--- src/hw/srl_defs.svh ---
`ifndef SRL_DEFS_SVH
`define SRL_DEFS_SVH

// =====================================================================
// widths and channel count
`define SRL_DATA_W        24
`define SRL_ADDR_W        5
`define SRL_NUM_CH        3
`define SRL_CTRL_LAST     7

// =====================================================================
// device address carried in the control byte
`define SRL_DEV_ADDR      2'h1

// =====================================================================
// register map landmarks
`define SRL_ADC_FIRST     5'h00
`define SRL_ADC_LAST      5'h02
`define SRL_TYPE1_FIRST   5'h03
`define SRL_TYPE1_LAST    5'h07
`define SRL_WR_FIRST      5'h08
`define SRL_MAP_LAST      5'h1f
`define SRL_PHASE_ADDR    5'h0a
`define SRL_LOCK_ADDR     5'h1f

// =====================================================================
// lock key and reset values
`define SRL_LOCK_KEY      8'ha5
`define SRL_LOCK_RST      24'h0000a5

// =====================================================================
// timing
`define SRL_CLK_MHZ           40
`define SRL_READY_TO_DATA_NS  100
`define SRL_READY_TO_DATA_RAW ((`SRL_READY_TO_DATA_NS * `SRL_CLK_MHZ) / 1000)
`define SRL_READY_TO_DATA_CYC \
  ((`SRL_READY_TO_DATA_RAW < 1) ? 1 : `SRL_READY_TO_DATA_RAW)

`endif

--- src/hw/srl_pkg.sv ---
`default_nettype none

package srl_pkg;

  // =====================================================================
  // serial engine states, gray along idle, ctrl, read (write is two bits from ctrl)
  typedef enum logic [2:0] {
    SRL_IDLE  = 3'b000,
    SRL_CTRL  = 3'b001,
    SRL_READ  = 3'b011,
    SRL_WRITE = 3'b010,
    SRL_SKIP  = 3'b110
  } srl_state_t;

  // =====================================================================
  // address looping modes
  typedef enum logic [1:0] {
    SRL_LOOP_STATIC = 2'h0,
    SRL_LOOP_GROUPS = 2'h1,
    SRL_LOOP_TYPES  = 2'h2,
    SRL_LOOP_FULL   = 2'h3
  } srl_loop_t;

endpackage : srl_pkg

`default_nettype wire

--- src/hw/srl_mem_if.sv ---
`timescale 1ns/1ps
`default_nettype none

interface srl_mem_if #(
  parameter int DW = 24,
  parameter int AW = 5
);
  logic          we;
  logic [AW-1:0] waddr;
  logic [DW-1:0] wdata;
  logic [AW-1:0] raddr;
  logic [DW-1:0] rdata;

  modport ctrl (output we, output waddr, output wdata, output raddr,
                input rdata);
  modport mem  (input we, input waddr, input wdata, input raddr,
                output rdata);
endinterface : srl_mem_if

`default_nettype wire

--- src/hw/srl_regmem.sv ---
`timescale 1ns/1ps
`default_nettype none
`include "srl_defs.svh"

module srl_regmem
  import srl_pkg::*;
#(
  parameter int              DW      = `SRL_DATA_W,
  parameter int              AW      = `SRL_ADDR_W,
  parameter logic [DW-1:0]   LOCK_RV = `SRL_LOCK_RST
) (
  input  wire logic clk_i,
  input  wire logic sys_rst_i,
  srl_mem_if.mem    mif
);

  logic [DW-1:0] mem_q [2**AW];
  logic [DW-1:0] rdata_q;

  // =====================================================================
  // storage, lock word comes up holding the key
  always_ff @(posedge clk_i) begin
    if (sys_rst_i) begin
      for (int i = 0; i < 2**AW; i++) begin
        mem_q[i] <= '0;
      end
      mem_q[`SRL_LOCK_ADDR] <= LOCK_RV;
    end else if (mif.we) begin
      mem_q[mif.waddr] <= mif.wdata;
    end
  end

  // =====================================================================
  // registered read port
  always_ff @(posedge clk_i) begin
    if (sys_rst_i) begin
      rdata_q <= '0;
    end else begin
      rdata_q <= mem_q[mif.raddr];
    end
  end

  assign mif.rdata = rdata_q;

endmodule : srl_regmem

`default_nettype wire

--- src/hw/srl_core.sv ---
`timescale 1ns/1ps
`default_nettype none
`include "srl_defs.svh"

// Operation
// - control byte after select falls opens a transaction until select rises
// - start at control-byte address, advance in the set after each register
// - after the set's last address the pointer wraps to the set's first
// - read loop select: 00 static, 01 groups, 10 types, 11 full map
// - serial input after the control byte is ignored during reads
// - idle-low mode: after a read, output shows next word MSB on last fall
// - idle-low mode, clock low: output refreshed with new MSB on data-ready
// - idle-high mode: output holds last shifted bit after a complete read
// - write loop bit: 0 static, 1 types
// - serial output stays released throughout a write transaction
// - writes to non-writable addresses change nothing and do not advance
// - lock key other than 0xa5 leaves only 0x1f writable
// - phase write or converter setting change restarts the converters
// - restart clears converter data registers, converters resume alone
// - end of conversion gives active-low ready pulse of half modulator period
// - converter data updated within the ready-to-data delay after the pulse
// - ready pulses follow conversions and align to the output-rate clock
// - idle ready line released when idle-drive is 0, driven high when 1
// - ready pulses ignore select; line inactive while hard reset is low
// - checksum flag set holds the ready line low
// - data out on falling edges, in on rising; select rise aborts
// - control byte: device 7:6, register 5:1, read flag 0; output released
module srl_core
  import srl_pkg::*;
#(
  parameter int          DATA_W    = `SRL_DATA_W,
  parameter int          NUM_CH    = `SRL_NUM_CH,
  parameter logic [1:0]  DEV_ADDR  = `SRL_DEV_ADDR,
  parameter int          READY_TO_DATA_DELAY_CYC = `SRL_READY_TO_DATA_CYC
) (
  input  wire logic                     clk_i,
  input  wire logic                     sys_rst_i,
  input  wire logic                     hard_reset_n_i,
  input  wire logic                     cs_n_i,
  input  wire logic                     sck_i,
  input  wire logic                     sdi_i,
  output logic                          sdo_o,
  output logic                          sdo_oe_o,
  input  wire logic [1:0]               read_loop_sel_i,
  input  wire logic                     write_loop_i,
  input  wire logic                     ready_idle_drive_i,
  input  wire logic                     config_checksum_flag_i,
  input  wire logic [2:0]               oversampling_ratio_sel_i,
  input  wire logic [1:0]               prescale_sel_i,
  input  wire logic                     external_clock_sel_i,
  input  wire logic                     external_reference_sel_i,
  input  wire logic                     modulator_clock_i,
  input  wire logic                     output_rate_clock_i,
  input  wire logic [NUM_CH-1:0]        conversion_done_i,
  input  wire logic [NUM_CH*DATA_W-1:0] conv_data_i,
  output logic                          sample_ready_n_o,
  output logic                          sample_ready_n_oe_o,
  output logic                          converter_restart_o,
  output logic                          reg_locked_o,
  output logic                          write_blocked_o
);

  localparam int         CW         = $clog2(DATA_W);
  localparam logic [CW-1:0] WORD_LAST = CW'(DATA_W - 1);
  localparam logic [CW-1:0] CTRL_LAST = CW'(`SRL_CTRL_LAST);
  localparam logic [7:0] READY_TO_DATA_DELAY_LAST = 8'(READY_TO_DATA_DELAY_CYC);

  // =====================================================================
  // address set decoding
  function automatic logic [4:0] next_addr(input logic [1:0] sel,
                                           input logic [4:0] a);
    logic [4:0] first;
    logic [4:0] last;
    first = a;
    last  = a;
    case (sel)
      SRL_LOOP_GROUPS: begin
        first = {a[4:2], 2'b00};
        last  = {a[4:2], 2'b11};
      end
      SRL_LOOP_TYPES: begin
        if (a <= `SRL_ADC_LAST) begin
          first = `SRL_ADC_FIRST;
          last  = `SRL_ADC_LAST;
        end else if (a <= `SRL_TYPE1_LAST) begin
          first = `SRL_TYPE1_FIRST;
          last  = `SRL_TYPE1_LAST;
        end else begin
          first = `SRL_WR_FIRST;
          last  = `SRL_MAP_LAST;
        end
      end
      SRL_LOOP_FULL: begin
        first = `SRL_ADC_FIRST;
        last  = `SRL_MAP_LAST;
      end
      default: begin
        first = a;
        last  = a;
      end
    endcase
    next_addr = (a == last) ? first : a + 5'h01;
  endfunction : next_addr

  // =====================================================================
  // state
  srl_state_t          state_q;
  logic [CW-1:0]       bitcnt_q;
  logic [4:0]          ptr_q;
  logic                mode11_q;
  logic [DATA_W-1:0]   shift_q;
  logic [DATA_W-1:0]   word_q;
  logic                sdo_q;
  logic                sdo_oe_q;
  logic                sck_q;
  logic                mod_q;
  logic                rate_q;
  logic [7:0]          lock_q;
  logic [6:0]          cfg_q;
  logic                cfg_seen_q;
  logic                restart_q;
  logic                locked_q;
  logic                blocked_q;
  logic [NUM_CH-1:0]   pend_q;
  logic [NUM_CH-1:0]   pulse_ch_q;
  logic                pulse_q;
  logic [7:0]          dly_q;
  logic                dly_run_q;
  logic [DATA_W-1:0]   adc_q [NUM_CH];
  logic [NUM_CH-1:0]   adc_upd_q;
  logic                ready_n_q;
  logic                ready_oe_q;

  srl_mem_if #(.DW(DATA_W), .AW(5)) mif ();

  // =====================================================================
  // decode
  logic                rst_w;
  logic                sck_rise_w;
  logic                sck_fall_w;
  logic                mod_edge_w;
  logic                rate_rise_w;
  logic [7:0]          ctrl_byte_w;
  logic                dev_hit_w;
  logic                word_done_w;
  logic                writable_w;
  logic [DATA_W-1:0]   wr_word_w;
  logic                wr_fire_w;
  logic                wr_block_w;
  logic [1:0]          wr_sel_w;
  logic [CW-1:0]       bit_idx_w;
  logic                ptr_adc_w;
  logic [DATA_W-1:0]   rd_word_w;
  logic                refresh_w;
  logic [6:0]          cfg_w;
  logic                pulse_start_w;
  logic                commit_w;

  assign rst_w       = sys_rst_i | ~hard_reset_n_i;
  assign sck_rise_w  = sck_i & ~sck_q;
  assign sck_fall_w  = ~sck_i & sck_q;
  // modulator-side levels reach the edge logic unflopped, compared against one flopped copy
  assign mod_edge_w  = modulator_clock_i ^ mod_q;
  assign rate_rise_w = output_rate_clock_i & ~rate_q;
  assign ctrl_byte_w = {shift_q[6:0], sdi_i};
  assign dev_hit_w   = (ctrl_byte_w[7:6] == DEV_ADDR);
  assign word_done_w = (bitcnt_q == WORD_LAST);
  assign writable_w  = (ptr_q >= `SRL_WR_FIRST) &&
                       ((lock_q == `SRL_LOCK_KEY) ||
                        (ptr_q == `SRL_LOCK_ADDR));
  assign wr_word_w   = {shift_q[DATA_W-2:0], sdi_i};
  assign wr_fire_w   = (state_q == SRL_WRITE) && sck_rise_w &&
                       word_done_w && writable_w;
  assign wr_block_w  = (state_q == SRL_WRITE) && sck_rise_w &&
                       word_done_w && !writable_w;
  assign wr_sel_w    = write_loop_i ? SRL_LOOP_TYPES
                                    : SRL_LOOP_STATIC;
  assign bit_idx_w   = WORD_LAST - bitcnt_q;
  assign ptr_adc_w   = (ptr_q <= `SRL_ADC_LAST);
  assign rd_word_w   = ptr_adc_w ? adc_q[ptr_q[1:0]] : mif.rdata;
  assign refresh_w   = (state_q == SRL_READ) && !mode11_q && !sck_i &&
                       (bitcnt_q == '0) && ptr_adc_w &&
                       adc_upd_q[ptr_q[1:0]];
  assign cfg_w       = {oversampling_ratio_sel_i, prescale_sel_i,
                        external_clock_sel_i, external_reference_sel_i};
  assign pulse_start_w = rate_rise_w && (|pend_q) && !pulse_q &&
                         !restart_q;
  assign commit_w    = dly_run_q && (dly_q == 8'h01);

  assign mif.we    = wr_fire_w;
  assign mif.waddr = ptr_q;
  assign mif.wdata = wr_word_w;
  assign mif.raddr = ptr_q;

  srl_regmem #(
    .DW      (DATA_W),
    .AW      (5),
    .LOCK_RV (DATA_W'(`SRL_LOCK_RST))
  ) u_regmem (
    .clk_i     (clk_i),
    .sys_rst_i (rst_w),
    .mif       (mif.mem)
  );

  // =====================================================================
  // input edge samplers
  always_ff @(posedge clk_i) begin
    if (rst_w) begin
      sck_q  <= 1'b0;
      mod_q  <= 1'b0;
      rate_q <= 1'b0;
    end else begin
      sck_q  <= sck_i;
      mod_q  <= modulator_clock_i;
      rate_q <= output_rate_clock_i;
    end
  end

  // =====================================================================
  // serial engine
  always_ff @(posedge clk_i) begin
    if (rst_w || cs_n_i) begin
      state_q  <= SRL_IDLE;
      bitcnt_q <= '0;
      ptr_q    <= 5'h00;
      mode11_q <= 1'b0;
      shift_q  <= '0;
    end else if (state_q == SRL_IDLE) begin
      // clock level at select fall tells the two modes apart
      state_q  <= SRL_CTRL;
      mode11_q <= sck_i;
    end else if (sck_rise_w) begin
      case (state_q)
        SRL_CTRL: begin
          shift_q <= {shift_q[DATA_W-2:0], sdi_i};
          if (bitcnt_q == CTRL_LAST) begin
            bitcnt_q <= '0;
            ptr_q    <= ctrl_byte_w[5:1];
            if (!dev_hit_w) begin
              state_q <= SRL_SKIP;
            end else if (ctrl_byte_w[0]) begin
              state_q <= SRL_READ;
            end else begin
              state_q <= SRL_WRITE;
            end
          end else begin
            bitcnt_q <= bitcnt_q + 1'b1;
          end
        end
        SRL_READ: begin
          // serial input is not sampled at all here
          if (word_done_w) begin
            bitcnt_q <= '0;
            ptr_q    <= next_addr(read_loop_sel_i, ptr_q);
          end else begin
            bitcnt_q <= bitcnt_q + 1'b1;
          end
        end
        SRL_WRITE: begin
          shift_q <= {shift_q[DATA_W-2:0], sdi_i};
          if (word_done_w) begin
            bitcnt_q <= '0;
            if (writable_w) begin
              ptr_q <= next_addr(wr_sel_w, ptr_q);
            end
          end else begin
            bitcnt_q <= bitcnt_q + 1'b1;
          end
        end
        default: begin
          state_q <= state_q;
        end
      endcase
    end
  end

  // =====================================================================
  // serial output; a fall drives bit (last - rises done), both modes
  always_ff @(posedge clk_i) begin
    if (rst_w || cs_n_i) begin
      sdo_q    <= 1'b0;
      sdo_oe_q <= 1'b0;
      word_q   <= '0;
    end else begin
      sdo_oe_q <= (state_q == SRL_READ);
      if ((state_q == SRL_READ) && sck_fall_w) begin
        if (bitcnt_q == '0) begin
          word_q <= rd_word_w;
          sdo_q  <= rd_word_w[DATA_W-1];
        end else begin
          sdo_q  <= word_q[bit_idx_w];
        end
      end else if (refresh_w) begin
        word_q <= rd_word_w;
        sdo_q  <= rd_word_w[DATA_W-1];
      end
      // idle-high mode sees no trailing fall, so the lsb stays put
    end
  end

  // =====================================================================
  // lock shadow, restart detection, write status
  always_ff @(posedge clk_i) begin
    if (rst_w) begin
      lock_q     <= `SRL_LOCK_KEY;
      cfg_q      <= '0;
      cfg_seen_q <= 1'b0;
      restart_q  <= 1'b0;
      locked_q   <= 1'b0;
      blocked_q  <= 1'b0;
    end else begin
      cfg_q      <= cfg_w;
      cfg_seen_q <= 1'b1;
      // same-value phase writes count too: serial soft reset path
      restart_q  <= (wr_fire_w && (ptr_q == `SRL_PHASE_ADDR)) ||
                    (cfg_seen_q && (cfg_w != cfg_q));
      if (wr_fire_w && (ptr_q == `SRL_LOCK_ADDR)) begin
        lock_q <= wr_word_w[7:0];
      end
      locked_q   <= (lock_q != `SRL_LOCK_KEY);
      blocked_q  <= wr_block_w;
    end
  end

  // =====================================================================
  // data-ready pulse and ready-to-data delay
  always_ff @(posedge clk_i) begin
    if (rst_w) begin
      pend_q     <= '0;
      pulse_ch_q <= '0;
      pulse_q    <= 1'b0;
      dly_q      <= 8'h00;
      dly_run_q  <= 1'b0;
    end else if (restart_q) begin
      pend_q     <= '0;
      pulse_q    <= 1'b0;
      dly_run_q  <= 1'b0;
    end else if (pulse_start_w) begin
      pulse_q    <= 1'b1;
      pulse_ch_q <= pend_q;
      pend_q     <= conversion_done_i;
      dly_q      <= READY_TO_DATA_DELAY_LAST;
      dly_run_q  <= 1'b1;
    end else begin
      pend_q <= pend_q | conversion_done_i;
      if (pulse_q && mod_edge_w) begin
        pulse_q <= 1'b0;
      end
      if (dly_run_q) begin
        dly_q <= dly_q - 8'h01;
        if (dly_q == 8'h01) begin
          dly_run_q <= 1'b0;
        end
      end
    end
  end

  // =====================================================================
  // converter data registers, one per channel
  genvar g;
  generate
    for (g = 0; g < NUM_CH; g++) begin : g_adc
      always_ff @(posedge clk_i) begin
        if (rst_w || restart_q) begin
          adc_q[g]     <= '0;
          adc_upd_q[g] <= 1'b0;
        end else begin
          adc_upd_q[g] <= commit_w && pulse_ch_q[g];
          if (commit_w && pulse_ch_q[g]) begin
            adc_q[g] <= conv_data_i[g*DATA_W +: DATA_W];
          end
        end
      end
    end
  endgenerate

  // =====================================================================
  // ready pin; select plays no part here
  always_ff @(posedge clk_i) begin
    if (rst_w) begin
      ready_n_q  <= 1'b1;
      ready_oe_q <= 1'b0;
    end else if (config_checksum_flag_i) begin
      ready_n_q  <= 1'b0;
      ready_oe_q <= 1'b1;
    end else begin
      ready_n_q  <= ~pulse_q;
      ready_oe_q <= pulse_q | ready_idle_drive_i;
    end
  end

  assign sdo_o               = sdo_q;
  assign sdo_oe_o            = sdo_oe_q;
  assign sample_ready_n_o    = ready_n_q;
  assign sample_ready_n_oe_o = ready_oe_q;
  assign converter_restart_o = restart_q;
  assign reg_locked_o        = locked_q;
  assign write_blocked_o     = blocked_q;

endmodule : srl_core

`default_nettype wire

--- config.mk ---
export PLATFORM = sky130hd
export DESIGN_NAME = srl_core
export DESIGN_NICKNAME = d
export VERILOG_FILES = /design/src/hw/srl_pkg.sv /design/src/hw/srl_mem_if.sv /design/src/hw/srl_regmem.sv /design/src/hw/srl_core.sv
export VERILOG_INCLUDE_DIRS = /design/src /design/src/hw
export SDC_FILE = /design/constraint.sdc
export NUM_CORES = 1
export LEC_CHECK = 0
export BUFFER_PORTS_ARGS = -buffer_cell sky130_fd_sc_hd__buf_4
export CAP_MARGIN = 20
export CORE_ASPECT_RATIO = 0.8
export CORE_MARGIN = 1
export CORE_UTILIZATION = 30
export CTS_CLUSTER_SIZE = 40
export DETAILED_ROUTE_END_ITERATION = 8
export HOLD_SLACK_MARGIN = 0.05
export REMOVE_ABC_BUFFERS = 1
export SLEW_MARGIN = 20
export SYNTH_ARGS = -nofsm -noshare
export SYNTH_HDL_FRONTEND = slang
export SYNTH_HIERARCHICAL = 1
export SYNTH_SLANG_ARGS = --single-unit
export TNS_END_PERCENT = 1
--- constraint.sdc ---
create_clock -name clk_i -period 2.85 [get_ports clk_i]
set_input_delay 0.1425 -clock clk_i [delete_from_list [all_inputs] [get_ports clk_i]]
set_output_delay 0.1425 -clock clk_i [all_outputs]
set_load 0.02 [all_outputs]
==> flow_summary.json <==
{
  "synth_edf_count": 840,
  "drv_cap": 0,
  "critPathBufInv": 4,
  "cts_sinks": 972,
  "clockPowerShare": 0.433,
  "postSynth.asyncResetShare": 0,
  "top_layer": "met4",
  "routabilityCongestion": 0.825,
  "cpMaxStageDelayCell": "nor2_1",
  "cts.clk_slew.worst_paths_ns": 0.06,
  "grt_pass1_wl_mm": 174,
  "core_area_um2": 145000,
  "worstMarginPinSlew_ns": 0.956,
  "cpMostUsedCell": "buf_12",
  "post-dp-hpwl_mm": 72.7,
  "ys.warnings.count": 6,
  "critPathKind": "reg2reg",
  "start_util": 0.302,
  "syn-mean-instance-area_um2": 14.4,
  "crit_path_start_kind": "flip-flop",
  "viasPerCell": 4.92,
  "final_common_cell": "edfxtp_1",
  "synth-seq-cells": 972,
  "power_frac_comb": 0.043,
  "drtPass1Iterations": 6,
  "outcome": "finished clean",
  "crit_arrival_ns": 3.29,
  "wl_mm": 120,
  "synth_area_um2": 43900,
  "setup_tns_ns": 0,
  "grt_antenna_before_repair": 7,
  "rsz0062_at_grt": "no",
  "holdWs_ns": 0.0970,
  "slew_headroom": 0.363,
  "fin_util": 0.361,
  "row_count": 125,
  "drtIter0Drc": 2583,
  "wl_met1_mm": 54.5,
  "seqPwrFrac": 0.524,
  "io_pins": 102,
  "ant_nets": 0,
  "fin_nets": 3393,
  "cts_buffer_depth": 3,
  "postCtsSetupBuffers": 0,
  "grt_pass1_vias": 25200,
  "insertion_delay_ns": 0.68,
  "p_int_w": 0.0244,
  "slew_violations": 0,
  "p_sw_frac": 0.210,
  "wl_per_cell_um": 22.7,
  "hold_viol_final": 0,
  "fmax_ghz": 0.365,
  "overflow": 0,
  "synth_cells": 3047,
  "min_period_ns": 2.74,
  "area_growth_pct": 19.3,
  "p_per_area_nw_per_um2": 590,
  "portBuffers": 101,
  "leakage_nw": 19.4,
  "setup_viol": 0,
  "cts_buffers": 100,
  "worstPathMaxFanout": 55,
  "finClkSkew_ns": 0.0306,
  "cts_tree": "yes",
  "end_kind": "flip-flop",
  "wl_met3_mm": 9.37,
  "grtUsageTotal": 0.159,
  "root_buffer": "clkbuf_16",
  "fin_crit_sh": 0.962,
  "drcViolationCount": 0,
  "p_switching_w": 0.00650,
  "wl_met2_mm": 53.6,
  "slowest_delay_ns": 0.42,
  "grt_max_degree": 85,
  "ys.flop_type": "edfxtp_1",
  "worstHoldPathType": "in2reg",
  "drive_above_1_share": 0.215,
  "worstPathCellList": "buf_4, buf_12, inv_2, buf_12, nor2_1, a22oi_1, a31oi_1",
  "die_w_um": 430,
  "htreeDepth": 3,
  "cp_top_family": "buffers and inverters",
  "vias": 26000,
  "die_y_um": 344,
  "ys_types": 75,
  "critPathRequiredTime_ns": 3.39,
  "ys_seq_area_frac": 0.634,
  "final_cell_mix": "edfxtp_1, and2_1, buf_4",
  "peakVddDrop_mv": 0.462,
  "die_area_um2": 148000
}
worst register-to-register path: stages (launching register included):
cell and delay (ns):
dfxtp_4 0.34, buf_4 0.29, buf_12 0.38, inv_2 0.24
buf_12 0.20, nor2_1 0.47, a22oi_1 0.30, a31oi_1 0.40
logic make-up after synthesis:
group | after synthesis | share of synthesized area
simple gates | 1181 | 0.158
flops | 972 | 0.634
mux | 331 | 0.127
buf+inv | 288 | 0.0324
compound gates | 247 | 0.0420
xor+xnor | 20 | 0.00399
fa+ha+maj | 8 | 0.00228
power groups by stage:
stage	Clock [W]	Combinational, W	Sequential, W
final	0.0134	0.00131	0.0162
after global routing	0.0141	0.00139	0.0163
after CTS	0.0136	0.00132	0.0162
after detailed placement	0	0.00120	0.0165
after global placement	0	0.00119	0.0165
after floorplan	0	0.000550	0.0164
metrics by stage:
stage / power (W) / instance area (um^2) / std cells / setup WS [ns]
6_report: 0.0309 / 52400 / 5286 / 0.108
5_1_grt: 0.0318 / 52400 / 5278 / 0.0171
4_1_cts: 0.0311 / 52400 / 5278 / 0.0421
3_5_place_dp: 0.0177 / 48100 / 4997 / -0.0403
3_3_place_gp: 0.0177 / 48100 / 4997 / -0.102
2_1_floorplan: 0.0170 / 42600 / 2774 / -6.68
area by class of cell:
class,count,area [um^2]
repair buffers,414,4020
inverters,15,56.3
fillers,13600,92900
clock buffers,133,2780
clock inverters,52,559
well taps,1905,2380
flip-flops and latches,972,27900
diodes,8,20.0
multi-input cells,1787,14700
path summary, 6_finish.rpt:
path	cells past startpoint	slack (ns)	endpoint	start
max	7	0.11	u_regmem/mif.rdata[16]$_SDFF_PP0_	mif.raddr[0]$_SDFFE_PP0P_
min	5	0.1	mif.raddr[3]$_SDFFE_PP0P_	read_loop_sel_i[1]
max reg2reg	7	0.11	u_regmem/mif.rdata[16]$_SDFF_PP0_	mif.raddr[0]$_SDFFE_PP0P_
min reg2reg	2	0.47	word_q[23]$_SDFFE_PP0P_	word_q[23]$_SDFFE_PP0P_
what timing repair did:
action	4_1_cts	5_1_grt
hold buffers	96	0
pin swaps	0	0
hold endpoints to repair	107	0
setup endpoints to repair	591	759
resized for setup	1	4
flip-flops by register name, summed over array words and instances (netlist names), 3 cells and up, named ones only:
name and count:
state_q 3, lock_q 8, cfg_q 7, mif.raddr 5
u_regmem/mem_q 768, pend_q 3, adc_upd_q 3, adc_q 72
pulse_ch_q 3, u_regmem/mif.rdata 24, dly_q 8, shift_q 23
word_q 24, bitcnt_q 5
Yosys cell counts, drive strengths merged, types with 11 or more instances:
| master | count | area share |
|---|---|---|
| xnor2 | 11 | 0.0022 |
| nand2 | 43 | 0.0037 |
| mux4 | 174 | 0.091 |
| a22oi | 26 | 0.0044 |
| edfxtp | 840 | 0.57 |
| or2 | 32 | 0.0046 |
| a31oi | 27 | 0.0038 |
| dfxtp | 132 | 0.060 |
| and2 | 780 | 0.11 |
| a21oi | 68 | 0.0081 |
| and3 | 75 | 0.011 |
| nor2 | 174 | 0.016 |
| a211oi | 28 | 0.0075 |
| clkbuf | 200 | 0.017 |
| inv | 14 | 0.0012 |
| mux2i | 156 | 0.036 |
| nand3 | 12 | 0.0014 |
| o21ai | 28 | 0.0032 |
| a221oi | 21 | 0.0042 |
| a221o | 24 | 0.0055 |
| buf | 73 | 0.014 |
layer usage:
layer  track usage  vias up
li1              -    11700
met5             0        -
met1         0.234    13300
met2         0.238      843
met4        0.0356        0
met3        0.0327      130
(Power assumes the default switching activity.)
